==> config.mk <==
export PLATFORM = sky130hd
export DESIGN_NAME = iul1_ctrl
export DESIGN_NICKNAME = d
export VERILOG_FILES = /design/src/iul1_pkg.sv /design/src/iul1_sync.sv /design/src/iul1_ctrl.sv
export SDC_FILE = /design/constraint.sdc
export NUM_CORES = 1
export LEC_CHECK = 0
export ABC_AREA = 0
export BUFFER_PORTS_ARGS = -buffer_cell sky130_fd_sc_hd__buf_4
export CORE_UTILIZATION = 44
export CTS_CLUSTER_DIAMETER = 80
export DETAILED_ROUTE_END_ITERATION = 10
export GPL_ROUTABILITY_DRIVEN = 0
export GPL_TIMING_DRIVEN = 0
export PLACE_DENSITY = 0.66
export SLEW_MARGIN = 20
export SYNTH_ARGS = -nofsm -noshare
export SYNTH_HDL_FRONTEND = slang
export SYNTH_SLANG_ARGS = --single-unit
export TNS_END_PERCENT = 5
==> constraint.sdc <==
create_clock -name clk -period 8.2 [get_ports clk]
set_input_delay 0 -clock clk [delete_from_list [all_inputs] [get_ports clk]]
set_output_delay 0 -clock clk [all_outputs]
set_load 0.02 [all_outputs]
==> src/iul1_pkg.sv <==
// shared constants and carrier types for the u-interface activation control block
package iul1_pkg;

	// register byte offsets on the axi4-lite bus
	localparam logic [7:0] OFS_GEN0 = 8'h00;
	localparam logic [7:0] OFS_GEN1 = 8'h04;
	localparam logic [7:0] OFS_GEN2 = 8'h08;
	localparam logic [7:0] OFS_DFL0 = 8'h0c;
	localparam logic [7:0] OFS_DFL1 = 8'h10;
	localparam logic [7:0] OFS_HWYC = 8'h14;
	localparam logic [7:0] OFS_STA1 = 8'h18;
	localparam logic [7:0] OFS_STA2 = 8'h1c;
	localparam logic [7:0] OFS_IRQ0 = 8'h20;
	localparam logic [7:0] OFS_IRQ1 = 8'h24;
	localparam logic [7:0] OFS_GIRQ = 8'h28;

	// field positions
	localparam int BIT_AUTO_ACT  = 6;
	localparam int BIT_HWY_DIS   = 5;
	localparam int BIT_XPAR_BLK  = 5;
	localparam int BIT_TX_ACT    = 4;
	localparam int BIT_SAI_HI    = 1;
	localparam int BIT_SAI_LO    = 0;
	localparam int BIT_ACT_RX    = 0;
	localparam int BIT_ACT_PROG  = 1;
	localparam int BIT_FSYNC     = 2;
	localparam int BIT_SC        = 3;
	localparam int BIT_GLOBAL    = 0;
	localparam int BIT_RX_HIZ_LO = 5;
	localparam int BIT_FS_POL    = 3;
	localparam logic [1:0] SAI_ACTIVE = 2'h1;

	// values after reset
	localparam logic [7:0] RST_GEN0 = 8'h40;
	localparam logic [7:0] RST_GEN1 = 8'h20;
	localparam logic [7:0] RST_GEN2 = 8'h20;
	localparam logic [7:0] RST_DFL0 = 8'h00;
	localparam logic [7:0] RST_DFL1 = 8'h00;
	localparam logic [7:0] RST_HWYC = 8'h0f;
	localparam logic [7:0] RST_IRQ1 = 8'h08;

	// least spacing between two register accesses
	localparam int CLK_HZ   = 40000000;
	localparam int GAP_NS   = 10000;
	localparam int GAP_CYC  = (GAP_NS * (CLK_HZ / 1000000) + 999) / 1000;
	localparam int GAP_W    = 9;

	// axi responses
	localparam logic [1:0] RESP_OKAY   = 2'h0;
	localparam logic [1:0] RESP_SLVERR = 2'h2;

	// line-side indications from the transceiver core
	typedef struct packed {
		logic wake;
		logic sync_ok;
		logic act_rx;
		logic fail;
	} iul1_line_in_s;

	// line-side controls towards the transceiver core
	typedef struct packed {
		logic startup_req;
		logic tx_act;
		logic st_activity;
		logic up_transparent;
	} iul1_line_out_s;

	// tdm highway configuration
	typedef struct packed {
		logic       hwy_en;
		logic [7:0] tx_cfg;
		logic [7:0] rx_cfg;
		logic [2:0] rx_oe;
		logic       fs_pol;
		logic [2:0] fs_pos;
	} iul1_hwy_s;

endpackage : iul1_pkg

==> src/iul1_sync.sv <==
// three-stage input synchroniser that accepts a change once two stages agree
`timescale 1ns/100ps
module iul1_sync #(
	parameter int W = 4
) (
	input  wire logic         clk,
	input  wire logic         rst,
	input  wire logic [W-1:0] din,
	output logic      [W-1:0] dout
);

	typedef struct packed {
		logic [W-1:0] s1;
		logic [W-1:0] s2;
		logic [W-1:0] s3;
		logic [W-1:0] q;
	} iul1_sync_s;

	iul1_sync_s s_r;
	iul1_sync_s s_nxt;

	// shift chain; output follows only where stages two and three agree
	always_comb begin
		s_nxt    = s_r;
		s_nxt.s1 = din;
		s_nxt.s2 = s_r.s1;
		s_nxt.s3 = s_r.s2;
		for (int i = 0; i < W; i++) begin
			if (s_r.s2[i] == s_r.s3[i]) begin
				s_nxt.q[i] = s_r.s3[i];
			end
		end
	end

	always_ff @(posedge clk or posedge rst) begin
		if (rst) begin
			s_r <= '0;
		end else begin
			s_r <= s_nxt;
		end
	end

	assign dout = s_r.q;

endmodule : iul1_sync

==> src/iul1_ctrl.sv <==
// u-interface layer-1 activation control with axi4-lite register bank
// Summary of operation
// - highway runs when software clears highway_disable, bit 5 of general_reg_two.
// - data_flow_reg_zero value F5h enables transmit B channels on highway.
// - data_flow_reg_one value 1Eh enables transmit D and receive B1, B2, D.
// - data_flow_reg_one bits 7..5 float each receive channel output individually.
// - highway_config_reg sets strobe position and polarity; reset gives positive B1 strobe.
// - writing auto_activation_bit zero while idle starts start-up and sets activation_in_progress.
// - auto_activation_bit returns to one by itself on the clock after the write, whether or not start-up begins.
// - switch start-up sets activation_in_progress; interrupt only when status_change_mask clear.
// - status_change_flag sets when any bit of status_reg_one or two changes.
// - S/T-activity field value 01 reports S/T activity to the switch.
// - failed start-up shows as activation_in_progress returning to zero.
// - frame_sync_indicator goes high on synchronisation and raises a status change.
// - transmit_activation bit makes the device send upstream activation as one.
// - received_activation sets status bit 0 and opens upstream transparency itself.
// - each access is command then data; at least 10 us between accesses.
`timescale 1ns/100ps
module iul1_ctrl (
	input  wire logic                    clk,
	input  wire logic                    rst,
	// axi4-lite slave
	input  wire logic [7:0]              s_axi_awaddr,
	input  wire logic                    s_axi_awvalid,
	output logic                         s_axi_awready,
	input  wire logic [31:0]             s_axi_wdata,
	input  wire logic [3:0]              s_axi_wstrb,
	input  wire logic                    s_axi_wvalid,
	output logic                         s_axi_wready,
	output logic [1:0]                   s_axi_bresp,
	output logic                         s_axi_bvalid,
	input  wire logic                    s_axi_bready,
	input  wire logic [7:0]              s_axi_araddr,
	input  wire logic                    s_axi_arvalid,
	output logic                         s_axi_arready,
	output logic [31:0]                  s_axi_rdata,
	output logic [1:0]                   s_axi_rresp,
	output logic                         s_axi_rvalid,
	input  wire logic                    s_axi_rready,
	// transceiver core side
	input  wire iul1_pkg::iul1_line_in_s line_in,
	output iul1_pkg::iul1_line_out_s     line_out,
	output iul1_pkg::iul1_hwy_s          hwy,
	output logic                         irq
);

	typedef enum logic [1:0] {
		ST_IDLE,
		ST_START,
		ST_SYNC,
		ST_ACT
	} iul1_act_e;

	typedef struct packed {
		logic                     aw_have;
		logic [7:0]               aw_addr;
		logic                     w_have;
		logic [7:0]               w_data;
		logic                     w_en;
		logic                     bvalid;
		logic [1:0]               bresp;
		logic                     rvalid;
		logic [7:0]               rdata;
		logic [1:0]               rresp;
		logic [iul1_pkg::GAP_W-1:0] gap;
		logic [7:0]               gen0;
		logic [7:0]               gen1;
		logic [7:0]               gen2;
		logic [7:0]               dfl0;
		logic [7:0]               dfl1;
		logic [7:0]               hwyc;
		logic [7:0]               irq1;
		logic [7:0]               sta1_prev;
		logic [7:0]               sta2_prev;
		logic                     sc_flag;
		iul1_act_e                act;
		logic                     startup_req;
	} iul1_state_s;

	iul1_state_s          s_r;
	iul1_state_s          s_nxt;
	iul1_pkg::iul1_line_in_s ln;
	logic [7:0]           sta1;
	logic [7:0]           sta2;
	logic                 gap_idle;
	logic                 do_wr;
	logic                 do_rd;
	logic                 global_irq;

	// line indications come from another domain
	iul1_sync #(
		.W ($bits(iul1_pkg::iul1_line_in_s))
	) u_sync (
		.clk  (clk),
		.rst  (rst),
		.din  (line_in),
		.dout (ln)
	);

	// register read decode
	function automatic logic [8:0] rd_mux(input iul1_state_s s, input logic [7:0] a,
		input logic [7:0] st1, input logic [7:0] st2, input logic gi);
		logic [8:0] r;
		r = {1'b1, 8'h00};
		unique case (a)
			iul1_pkg::OFS_GEN0: r = {1'b1, s.gen0};
			iul1_pkg::OFS_GEN1: r = {1'b1, s.gen1};
			iul1_pkg::OFS_GEN2: r = {1'b1, s.gen2};
			iul1_pkg::OFS_DFL0: r = {1'b1, s.dfl0};
			iul1_pkg::OFS_DFL1: r = {1'b1, s.dfl1};
			iul1_pkg::OFS_HWYC: r = {1'b1, s.hwyc};
			iul1_pkg::OFS_STA1: r = {1'b1, st1};
			iul1_pkg::OFS_STA2: r = {1'b1, st2};
			iul1_pkg::OFS_IRQ0: r = {1'b1, 4'h0, s.sc_flag, 3'h0};
			iul1_pkg::OFS_IRQ1: r = {1'b1, s.irq1};
			iul1_pkg::OFS_GIRQ: r = {1'b1, 7'h00, gi};
			default:            r = {1'b0, 8'h00};
		endcase
		return r;
	endfunction : rd_mux

	// status register one built from the activation state, status register two from the line indications
	always_comb begin
		sta1 = 8'h00;
		sta1[iul1_pkg::BIT_ACT_RX] = (s_r.act == ST_ACT);
		sta1[iul1_pkg::BIT_ACT_PROG] = (s_r.act != ST_IDLE);
		sta1[iul1_pkg::BIT_FSYNC] = (s_r.act == ST_SYNC) || (s_r.act == ST_ACT);
		sta2 = {6'h00, ln.fail, ln.wake};
	end

	assign global_irq = s_r.sc_flag && !s_r.irq1[iul1_pkg::BIT_SC];
	assign gap_idle = (s_r.gap == '0);
	assign do_wr = s_r.aw_have && s_r.w_have && !s_r.bvalid;
	assign do_rd = s_axi_arvalid && s_axi_arready;

	// next-state logic for bus, registers and activation
	always_comb begin
		logic [8:0] rd;
		logic       rd_hit;
		rd     = 9'h000;
		rd_hit = 1'b0;
		s_nxt  = s_r;
		s_nxt.startup_req = 1'b0;
		s_nxt.sta1_prev = sta1;
		s_nxt.sta2_prev = sta2;
		if (s_r.gap != '0) begin
			s_nxt.gap = s_r.gap - 1'b1;
		end
		// address and data captured in either order
		if (s_axi_awvalid && s_axi_awready) begin
			s_nxt.aw_have = 1'b1;
			s_nxt.aw_addr = s_axi_awaddr;
		end
		if (s_axi_wvalid && s_axi_wready) begin
			s_nxt.w_have = 1'b1;
			s_nxt.w_data = s_axi_wdata[7:0];
			s_nxt.w_en   = s_axi_wstrb[0];
		end
		if (s_r.bvalid && s_axi_bready) begin
			s_nxt.bvalid = 1'b0;
		end
		if (s_r.rvalid && s_axi_rready) begin
			s_nxt.rvalid = 1'b0;
		end
		if (!s_r.gen0[iul1_pkg::BIT_AUTO_ACT]) begin
			s_nxt.gen0[iul1_pkg::BIT_AUTO_ACT] = 1'b1;
		end
		// register write
		if (do_wr) begin
			s_nxt.aw_have = 1'b0;
			s_nxt.w_have  = 1'b0;
			s_nxt.bvalid  = 1'b1;
			s_nxt.bresp   = iul1_pkg::RESP_OKAY;
			s_nxt.gap     = iul1_pkg::GAP_W'(iul1_pkg::GAP_CYC);
			if (s_r.w_en) begin
				unique case (s_r.aw_addr)
					iul1_pkg::OFS_GEN0: s_nxt.gen0 = s_r.w_data;
					iul1_pkg::OFS_GEN1: s_nxt.gen1 = s_r.w_data;
					iul1_pkg::OFS_GEN2: s_nxt.gen2 = s_r.w_data;
					iul1_pkg::OFS_DFL0: s_nxt.dfl0 = s_r.w_data;
					iul1_pkg::OFS_DFL1: s_nxt.dfl1 = s_r.w_data;
					iul1_pkg::OFS_HWYC: s_nxt.hwyc = s_r.w_data;
					iul1_pkg::OFS_IRQ1: s_nxt.irq1 = s_r.w_data;
					iul1_pkg::OFS_STA1, iul1_pkg::OFS_STA2, iul1_pkg::OFS_IRQ0,
					iul1_pkg::OFS_GIRQ: ;
					default: s_nxt.bresp = iul1_pkg::RESP_SLVERR;
				endcase
			end
		end
		// register read
		if (do_rd) begin
			rd = rd_mux(s_r, s_axi_araddr, sta1, sta2, global_irq);
			rd_hit = rd[8];
			s_nxt.rvalid = 1'b1;
			s_nxt.rdata  = rd[7:0];
			s_nxt.rresp  = rd_hit ? iul1_pkg::RESP_OKAY : iul1_pkg::RESP_SLVERR;
			s_nxt.gap    = iul1_pkg::GAP_W'(iul1_pkg::GAP_CYC);
			if (s_axi_araddr == iul1_pkg::OFS_IRQ0) begin
				s_nxt.sc_flag = 1'b0;
			end
		end
		// any status change sets the flag, set wins
		if ((sta1 != s_r.sta1_prev) || (sta2 != s_r.sta2_prev)) begin
			s_nxt.sc_flag = 1'b1;
		end
		// activation sequence
		unique case (s_r.act)
			ST_IDLE: begin
				if (!s_r.gen0[iul1_pkg::BIT_AUTO_ACT]) begin
					s_nxt.act         = ST_START;
					s_nxt.startup_req = 1'b1;
				end else if (ln.wake) begin
					s_nxt.act = ST_START;
				end
			end
			ST_START: begin
				if (ln.fail) begin
					s_nxt.act = ST_IDLE;
				end else if (ln.sync_ok) begin
					s_nxt.act = ST_SYNC;
				end
			end
			ST_SYNC: begin
				if (ln.fail || !ln.sync_ok) begin
					s_nxt.act = ST_IDLE;
				end else if (ln.act_rx) begin
					s_nxt.act = ST_ACT;
				end
			end
			ST_ACT: begin
				if (ln.fail || !ln.sync_ok) begin
					s_nxt.act = ST_IDLE;
				end
			end
		endcase
	end

	always_ff @(posedge clk or posedge rst) begin
		if (rst) begin
			s_r      <= '0;
			s_r.gen0 <= iul1_pkg::RST_GEN0;
			s_r.gen1 <= iul1_pkg::RST_GEN1;
			s_r.gen2 <= iul1_pkg::RST_GEN2;
			s_r.dfl0 <= iul1_pkg::RST_DFL0;
			s_r.dfl1 <= iul1_pkg::RST_DFL1;
			s_r.hwyc <= iul1_pkg::RST_HWYC;
			s_r.irq1 <= iul1_pkg::RST_IRQ1;
			s_r.act  <= ST_IDLE;
		end else begin
			s_r <= s_nxt;
		end
	end

	// bus handshakes
	assign s_axi_awready = !s_r.aw_have && !s_r.bvalid && gap_idle;
	assign s_axi_wready  = !s_r.w_have && !s_r.bvalid && gap_idle;
	assign s_axi_arready = !s_r.rvalid && gap_idle && !do_wr;
	assign s_axi_bvalid  = s_r.bvalid;
	assign s_axi_bresp   = s_r.bresp;
	assign s_axi_rvalid  = s_r.rvalid;
	assign s_axi_rresp   = s_r.rresp;
	assign s_axi_rdata   = {24'h000000, s_r.rdata};
	assign irq           = global_irq;

	// line-side controls
	always_comb begin
		line_out.startup_req = s_r.startup_req;
		line_out.tx_act = s_r.gen1[iul1_pkg::BIT_TX_ACT];
		line_out.st_activity =
			(s_r.gen1[iul1_pkg::BIT_SAI_HI:iul1_pkg::BIT_SAI_LO] == iul1_pkg::SAI_ACTIVE);
		line_out.up_transparent = (s_r.act == ST_ACT) || !s_r.gen1[iul1_pkg::BIT_XPAR_BLK];
	end

	// highway configuration
	always_comb begin
		hwy.hwy_en = !s_r.gen2[iul1_pkg::BIT_HWY_DIS];
		hwy.tx_cfg = s_r.dfl0;
		hwy.rx_cfg = s_r.dfl1;
		hwy.rx_oe  = {3{hwy.hwy_en}} & ~s_r.dfl1[iul1_pkg::BIT_RX_HIZ_LO+2:iul1_pkg::BIT_RX_HIZ_LO];
		hwy.fs_pol = s_r.hwyc[iul1_pkg::BIT_FS_POL];
		hwy.fs_pos = s_r.hwyc[2:0];
	end

endmodule : iul1_ctrl

==> results of run 1 <==
[layout make-up]
class                      instances  area (um2)  share of cell area
inverter                          12        50.0             0.00653
multi-input combinational        290        2380               0.311
timing repair buffer             103         853               0.111
buffer                            72         498              0.0650
clock inverter                     8         143              0.0186
clock buffer                      24         482              0.0629
sequential                       121        3040               0.397
tap                              172         215              0.0281
[final timing paths]
check / cells after the start / end
setup / recovery: 7 / s_r[3]
hold / removal: 3 / s_r[117]
setup reg to reg: 7 / s_r[3]
hold reg to reg: 0 / u_sync.s_nxt[6]
max in group asynchronous: 4 / hwy[3]
min in group asynchronous: 3 / u_sync.dout[1]
[cells in the mapped netlist (4+ instances only)]
master      n  area (um2)
a21oi_1     9        45.0
a22o_1     10        87.6
a22oi_1     8        60.1
buf_4      58         435
clkbuf_1   10        37.5
dfrtp_1   113        2830
dfstp_2     8         210
inv_1      11        41.3
maj3_1      4        40.0
mux2_2     70         788
mux2_4      8         120
mux2i_1     8        80.1
nand2_1    19        71.3
nand3_1     6        30.0
nand4_1     6        37.5
nor2_1     17        63.8
nor2b_1     7        43.8
nor3_1      9        45.0
o21ai_0     8        40.0
xnor2_1     4        35.0
[cell families (layout without fill, tap and decap cells)]
logic type | Yosys count | after routing | share of synthesized area
DFF | 121 | 121 | 0.518
xor gates and xnor gates | 6 | 6 | 0.00897
muxes | 89 | 89 | 0.180
other | 1 | 26 | 0.000640
adders and majority gates | 6 | 6 | 0.0111
AOI/OAI and AO/OA | 58 | 58 | 0.0717
and+or+nand+nor | 105 | 105 | 0.116
buffers and inverters | 84 | 219 | 0.0927
[power breakdown]
group | switching (mW) | internal (mW) | total, mW
Clock | 0.247 | 0.531 | 0.778
Combinational | 0.103 | 0.0859 | 0.189
Sequential | 0.0456 | 0.640 | 0.686
[per-layer routing]
layer  track usage  part of all wire
met2         0.315              0.49
met3        0.0496             0.055
met1         0.265              0.44
met5             0                 0
met4        0.0804             0.014
[metrics by stage]
step | power, mW | instances | util
finish | 1.65 | 802 | 0.597
CTS | 1.67 | 802 | 0.597
detailed placement | 0.874 | 746 | 0.529
global placement | 0.861 | 745 | 0.527
floorplan | 0.819 | 495 | -
global route | 1.72 | 802 | 0.597
[flip-flops by register name, summed over array words and instances, names as in the netlist]
register,count
hwy,20
u_sync.dout,4
s_r,71
u_sync.s_r,4
s_axi_rresp,1
line_out,2
s_axi_rdata,8
s_axi_bvalid,1
u_sync.s_nxt,8
s_axi_rvalid,1
s_axi_bresp,1
[cells in the final DEF (no fill, tap or decap), types with 3 or more instances in the layout]
master / synthesis / routed
buf_4: 58 / 136
dfrtp_1: 113 / 113
mux2_2: 70 / 70
conb_1: 1 / 26
dlygate4sd3_1: 0 / 24
nand2_1: 19 / 19
nor2_1: 17 / 17
clkbuf_16: 0 / 17
clkbuf_1: 10 / 14
inv_1: 11 / 10
a22o_1: 10 / 10
nor3_1: 9 / 9
a21oi_1: 9 / 9
o21ai_0: 8 / 8
mux2_4: 8 / 8
mux2i_1: 8 / 8
a22oi_1: 8 / 8
dfstp_2: 8 / 8
nor2b_1: 7 / 7
nand4_1: 6 / 6
nand3_1: 6 / 6
maj3_1: 4 / 4
xnor2_1: 4 / 4
bufinv_16: 0 / 4
nand2b_1: 3 / 3
or2_2: 3 / 3
or3_1: 3 / 3
nand3b_1: 3 / 3
o41ai_1: 3 / 3
and3_1: 3 / 3
o32a_1: 3 / 3
o22ai_1: 3 / 3
o211ai_1: 3 / 3
mux4_2: 3 / 3
clkbuf_8: 0 / 3
clkinv_2: 0 / 3
[worst max-delay path: cells and delay by family, from the launching register on]
family / cells / cell delay, ps
compound gates: 1 / 340
buf+inv: 2 / 440
simple gates: 4 / 990
flops: 1 / 440
[what timing repair did]
item                                   in CTS  in global routing
setup buffers                               0                  0
hold buffers                               24                  0
endpoints found under the hold margin      75                  0
==> flow_metrics.env, run 1 <==
export IMPL_cts_tree="built"
export IMPL_ys_ff_latch=121
export IMPL_grt_max_degree=67
export IMPL_postLayoutCellArea_mm2=0.00766
export IMPL_fill_cells=1046
export IMPL_drtIter0Drc=280
export IMPL_hpwl_um=9200
export IMPL_cp_data_required_time_ps=8460
export IMPL_crit_top_cell="buf_2"
export IMPL_max_clock_path_buffers=2
export IMPL_end_kind="flip-flop"
export IMPL_crit_arrival_ps=2620
export IMPL_syn_inst=470
export IMPL_synth_edff_count=0
export IMPL_criticalPathCategory="flip-flop to flip-flop"
export IMPL_tns_ps=0
export IMPL_cts_sinks=121
export IMPL_place_area_mm2=0.00679
export IMPL_drive_gt1_frac=0.441
export IMPL_synth_top_flop_cell="dfrtp_1"
export IMPL_nNetsFinal=682
export IMPL_critPathMaxFanout=10
export IMPL_rows=41
export IMPL_worst_clock_skew_ps=7.53
export IMPL_place_ws_ps=5880
export IMPL_synth_warnings=0
export IMPL_root_buffer="clkbuf_16"
export IMPL_area_delta_synth_final_pct=30.7
export IMPL_ctsResizeCount=0
export IMPL_grt_pass1_wl_um=21200
export IMPL_port_buffers=78
export IMPL_r2r_start="s_r[81]"
export IMPL_hp_class="input pin to flip-flop"
export IMPL_dr_pass1_iters=7
export IMPL_syn_area_per_cell_um2=12.5
export IMPL_hold_slack_ps=62.0
export IMPL_overflow=0
export IMPL_power_density_mw_per_mm2=216
export IMPL_grt_pass1_vias=4027
export IMPL_grt_usage=0.200
export IMPL_crit_slowest_cell="dfrtp_1"
export IMPL_via_count=4074
export IMPL_post_drt_wl_per_cell_um=16.2
export IMPL_synthArstFlopShare=1.00
export IMPL_routed_wirelength_um=13000
export IMPL_tightest_slew_ps=948
export IMPL_setup_viol=0
export IMPL_crit_start="s_r[81]"
export IMPL_htreeDepth=4
export IMPL_ir_drop_mv=0.134
export IMPL_hp_start="s_axi_awvalid"
export IMPL_coreArea_mm2=0.0128
export IMPL_antenna_found_initial=0
export IMPL_yosys_cell_types_count=64
export IMPL_syn_area_mm2=0.00586
export IMPL_postRouteAntennaNets=0
export IMPL_fin_crit_ps=2360
export IMPL_cap_viol_max_count=0
export IMPL_die_y_um=117
export IMPL_setup_ws_ps=5840
export IMPL_p_leak_nw=3.74
export IMPL_drc=0
export IMPL_clkTransAtPathRegs_ps=50
export IMPL_cts_inserted_buffers=17
export IMPL_slew_violations=0
export IMPL_timing_final_crit_share=0.288
export IMPL_die_w_um=117
export IMPL_crit_chain="nor4_2 > and4b_1 > buf_2 > nand3_1 > buf_2 > o41ai_1 > nand4_1"
export IMPL_ys_seq_area_frac=0.518
export IMPL_cpPeakStageDelay_ps=440
export IMPL_max_slew_margin=0.362
export IMPL_start_util=0.457
export IMPL_n_antenna_cell=0
export IMPL_outcome="completed"
export IMPL_ios=133
export IMPL_hold_viol=0
export IMPL_viasPerCell=5.08
export IMPL_start_kind="flip-flop"
export IMPL_rsz0062_at_grt="false"
export IMPL_clk_latency_ps=410
export IMPL_dieArea_mm2=0.0138
export IMPL_max_freq_mhz=423
export IMPL_r2r_slack_ps=5840
Note: power is estimated with default switching activity, not from simulation.
==> inputs of run 2 (changes only) <==
- PLACE_DENSITY: 0.66 -> 0.69
- clock period: 8.2 -> 1.91 ns (I/O delays scaled with it)
==> flow_metrics.env, run 2 (same netlist as run 1, synthesis figures left out) <==
export IMPL_dieArea_mm2=0.0138
export IMPL_start_kind="flip-flop"
export IMPL_max_freq_mhz=484
export IMPL_grt_pass1_wl_um=22300
export IMPL_drtIter0Drc=219
export IMPL_r2r_cells=5
export IMPL_crit_family="simple AND/OR/NAND/NOR gates"
export IMPL_setup_viol=48
export IMPL_crit_buf_inv=1
export IMPL_via_count=4193
export IMPL_drive_gt1_frac=0.470
export IMPL_multi_input_area_mm2=0.00251
export IMPL_grt_pass1_vias=4293
export IMPL_crit_arrival_ps=2360
export IMPL_viasPerCell=5.16
export IMPL_postRouteAntennaNets=0
export IMPL_hp_class="input pin to flip-flop"
export IMPL_cp_data_required_time_ps=2210
export IMPL_n_antenna_cell=0
export IMPL_clkTransAtPathRegs_ps=50
export IMPL_die_w_um=117
export IMPL_cts_inserted_buffers=17
export IMPL_htreeDepth=4
export IMPL_cts_sinks=121
export IMPL_cap_viol_max_count=0
export IMPL_dr_pass1_iters=5
export IMPL_timing_final_crit_share=1.08
export IMPL_outcome="finished with violations"
export IMPL_setup_ws_ps=-155
export IMPL_failed_checks="negative setup slack"
export IMPL_crit_chain="nor4_4 > nand3_4 > or4_4 > buf_8 > mux2_4"
export IMPL_end_kind="flip-flop"
export IMPL_reg2reg_to="s_r[27]"
export IMPL_worst_clock_skew_ps=10.9
export IMPL_r2r_slack_ps=-160
export IMPL_power_density_mw_per_mm2=925
export IMPL_drc=0
export IMPL_critPathMaxFanout=8
export IMPL_root_buffer="clkbuf_16"
export IMPL_crit_slowest_cell="or4_4"
export IMPL_final_common_cell="buf_4"
export IMPL_overflow=0
export IMPL_max_slew_margin=0.330
export IMPL_cpPeakStageDelay_ps=510
export IMPL_ios=133
export IMPL_hpwl_um=9420
export IMPL_tns_ps=-3390
export IMPL_max_clock_path_buffers=2
export IMPL_fill_cells=1041
export IMPL_clk_latency_ps=420
export IMPL_nNetsFinal=692
export IMPL_holdPathStages=3
export IMPL_port_buffers=78
export IMPL_rows=41
export IMPL_grt_max_degree=36
export IMPL_criticalPathCategory="flip-flop to flip-flop"
export IMPL_rsz0062_at_grt="true"
export IMPL_die_y_um=117
export IMPL_r2r_start="s_r[115]"
export IMPL_grt_usage=0.210
export IMPL_ir_drop_mv=0.668
export IMPL_worstHoldEndpoint="s_r[108]"
export IMPL_slew_violations=0
export IMPL_coreArea_mm2=0.0128
export IMPL_seqCellArea_mm2=0.00304
export IMPL_hp_start="s_axi_wvalid"
export IMPL_cts_tree="built"
export IMPL_antenna_found_initial=0
export IMPL_hold_slack_ps=35.8
export IMPL_p_leak_nw=3.89
export IMPL_largest_reg_flops=71
export IMPL_fin_crit_ps=2070
export IMPL_regMostFlops="s_r"
export IMPL_routed_wirelength_um=13400
export IMPL_tightest_slew_ps=991
export IMPL_area_delta_synth_final_pct=36.5
export IMPL_start_util=0.457
export IMPL_mostFrequentLayoutCells="buf_4 (139), dfrtp_1 (110), mux2_2 (62)"
export IMPL_post_drt_wl_per_cell_um=16.5
export IMPL_hold_viol=0
## run 2: cell count changes in the layout (fill, tap and decap cells not counted), sizes merged
cell         previous run  this run
buf                   141       151
clkbuf                 34        35
clkinv                  3         2
dlygate4sd3            24        25
inv                    12        11
## run 2: report_power, final
part	total (mW)	internal [mW]	switching (mW)
sequential	2.98	2.75	0.222
combinational	0.889	0.407	0.482
clock	3.53	2.46	1.07
total	7.39	5.62	1.78
## run 2: per-layer routing
layer  track usage  vias up  share of wire
li1              -     1940              -
met1         0.273     2071           0.44
met2         0.330      152           0.48
met3        0.0618       30          0.057
met4        0.0795        0          0.022
met5             0        -              0
## run 2: worst max-delay path by stage
stage / from / end / slack (ps) / cells past startpoint
final: s_r[115] / s_r[27] / -160 / 5
after global routing: s_r[115] / s_r[27] / -210 / 5
after CTS: s_r[116] / s_r[24] / -150 / 5
after detailed placement: s_axi_bvalid / s_r[55] / -410 / 4
after global placement: s_axi_bvalid / s_r[55] / -370 / 4
after floorplan: s_axi_bvalid / s_r[20] / -120 / 5
## run 2: final cells by class
| class | instances | share of cell area |
|---|---|---|
| inverter | 12 | 0.00610 |
| buffer | 72 | 0.0659 |
| clock buffer | 26 | 0.0674 |
| multi-input combinational | 290 | 0.313 |
| clock inverter | 6 | 0.0163 |
| sequential | 121 | 0.380 |
| timing repair buffer | 113 | 0.124 |
| tap | 172 | 0.0269 |
## run 2: worst register-to-register path: stages, from the launching register on
cell and delay, ps:
dfrtp_1 410, nor4_4 410, nand3_4 150, or4_4 510
buf_8 170, mux2_4 310
## run 2: stage by stage
stage / total power, mW / util / cell area (um2) / worst slack (ps) / cells
global route: 7.68 / 0.624 / 8000 / -213 / 812
CTS: 7.42 / 0.617 / 7910 / -154 / 810
global placement: 3.70 / 0.527 / 6760 / -369 / 745
finish: 7.39 / 0.624 / 8000 / -155 / 812
floorplan: 3.52 / - / 5960 / -125 / 495
detailed placement: 3.77 / 0.532 / 6820 / -413 / 748
## run 2: what timing repair did
item                       4_1_cts  5_1_grt
hold buffers                    25        0
setup endpoints to repair       87       86
pin swaps                        6       13
hold endpoints to repair        48        0
setup buffers                    5        2
resized for setup               24       15
==> inputs of run 3 (changes only) <==
- CORE_UTILIZATION: 44 -> 32
- PLACE_DENSITY: 0.69 -> 0.53
==> flow_metrics.env, run 3 (same netlist as run 1, synthesis figures left out) <==
export IMPL_start_kind="flip-flop"
export IMPL_p_int_mw=5.30
export IMPL_via_count=4118
export IMPL_regMostFlops="s_r"
export IMPL_die_w_um=137
export IMPL_drc=0
export IMPL_r2r_cells=5
export IMPL_criticalPathCategory="flip-flop to flip-flop"
export IMPL_totalPowerFinal_mw=7.09
export IMPL_timing_final_crit_share=1.08
export IMPL_r2r_start="s_r[116]"
export IMPL_root_buffer="clkbuf_16"
export IMPL_max_clock_path_buffers=2
export IMPL_hp_start="s_axi_wvalid"
export IMPL_p_leak_nw=3.87
export IMPL_area_delta_synth_final_pct=37.2
export IMPL_antenna_found_initial=0
export IMPL_grt_usage=0.164
export IMPL_cts_sinks=121
export IMPL_swShare=0.253
export IMPL_seqPwrFrac=0.418
export IMPL_p_sw_mw=1.79
export IMPL_tns_ps=-2030
export IMPL_port_buffers=78
export IMPL_top_layer="met4"
export IMPL_overflow=0
export IMPL_max_freq_mhz=484
export IMPL_crit_start="s_r[116]"
export IMPL_wl_met2_um=6930
export IMPL_hold_viol=0
export IMPL_dieArea_mm2=0.0189
export IMPL_wl_met3_um=617
export IMPL_cp_data_required_time_ps=2210
export IMPL_nNetsFinal=696
export IMPL_ios=133
export IMPL_postRouteAntennaNets=0
export IMPL_rows=49
export IMPL_coreArea_mm2=0.0180
export IMPL_tightest_slew_ps=1070
export IMPL_outcome="finished with violations"
export IMPL_max_slew_margin=0.277
export IMPL_setup_ws_ps=-156
export IMPL_clk_latency_ps=420
export IMPL_critPathMaxFanout=8
export IMPL_routed_wirelength_um=14100
export IMPL_p_comb_frac=0.124
export IMPL_end_kind="flip-flop"
export IMPL_grt_max_degree=34
export IMPL_drive_gt1_frac=0.468
export IMPL_ir_drop_mv=0.665
export IMPL_place_area_mm2=0.00692
export IMPL_drtIter0Drc=190
export IMPL_worst_clock_skew_ps=12.8
export IMPL_start_util=0.326
export IMPL_holdPathStages=3
export IMPL_htreeDepth=4
export IMPL_m1WireLength_um=6360
export IMPL_final_common_cell="buf_4"
export IMPL_dr_pass1_iters=4
export IMPL_fin_crit_ps=2070
export IMPL_viasPerCell=4.72
export IMPL_post_drt_wl_per_cell_um=16.2
export IMPL_rsz0062_at_grt="true"
export IMPL_hpwl_um=9970
export IMPL_slew_violations=0
export IMPL_grt_pass1_wl_um=22800
export IMPL_setup_viol=41
export IMPL_postLayoutCellArea_mm2=0.00804
export IMPL_grt_pass1_vias=4101
export IMPL_fill_cells=1660
export IMPL_cts_inserted_buffers=17
export IMPL_n_antenna_cell=0
export IMPL_hp_class="input pin to flip-flop"
export IMPL_cap_viol_max_count=0
export IMPL_clkTransAtPathRegs_ps=50
export IMPL_crit_arrival_ps=2360
export IMPL_cts_tree="built"
export IMPL_power_density_mw_per_mm2=882
export IMPL_largest_reg_flops=71
export IMPL_failed_checks="negative setup slack"
export IMPL_pwr_share_clk=0.458
export IMPL_mostFrequentLayoutCells="buf_4 (140), dfrtp_1 (110), mux2_2 (57)"
export IMPL_die_y_um=137
[run 3: changes by cell type in the layout (fill, tap and decap cells not counted), moves of 2 or more]
cell      change
buf_6         +4
clkbuf_1      +2
clkbuf_8      -5
clkinv_2      +2
mux2_2        -5
mux2_4        +5
[run 3: through the flow]
step	hold slack, ps	util	setup slack (ps)	cells
after detailed placement	20.9	0.385	-432	806
after CTS	44.1	0.446	-164	871
final	41.5	0.448	-156	872
after global placement	110	0.380	-399	802
after floorplan	31.4	-	-125	495
after global routing	66.4	0.448	-204	872
[run 3: cell type report]
class / instances / area [um2] / area share
buffer: 71 / 512 / 0.0636
clock buffer: 23 / 478 / 0.0594
clock inverter: 8 / 119 / 0.0148
inverter: 12 / 48.8 / 0.00607
multi-input combinational: 290 / 2510 / 0.312
sequential: 121 / 3040 / 0.378
tap: 229 / 287 / 0.0356
timing repair buffer: 118 / 1050 / 0.131
[run 3: metal layers]
layer / vias to the layer above / track usage
met1: 2042 / 0.211
met3: 15 / 0.0383
li1: 1947 / -
met5: - / 0
met4: 0 / 0.0604
met2: 114 / 0.267
[run 3: critical path: stages, from the launching register on]
cell and delay, ps:
dfrtp_1 400, nor4_4 410, nand3_4 140, or4_4 510, buf_8 170, mux2_4 300
[run 3: final timing paths]
check	end	slack (ps)
max	s_r[24]	-160
min	s_r[108]	40
max reg2reg	s_r[24]	-160
min reg2reg	u_sync.s_nxt[4]	340
max in group asynchronous	hwy[3]	1030
min in group asynchronous	s_axi_rresp[1]	130
[run 3: power groups by stage]
stage / combinational (mW) / sequential (mW) / clock [mW]
6_report: 0.878 / 2.97 / 3.25
5_1_grt: 0.976 / 2.99 / 3.45
4_1_cts: 0.879 / 2.96 / 3.32
3_5_place_dp: 0.790 / 2.98 / 0
3_3_place_gp: 0.741 / 2.97 / 0
2_1_floorplan: 0.581 / 2.94 / 0
[run 3: timing repair]
item,in CTS,in global routing
pin swaps,10,6
resized for setup,32,9
hold buffers,25,0
endpoints found under the hold margin,83,0
setup buffers,10,1
setup endpoints to repair,89,77
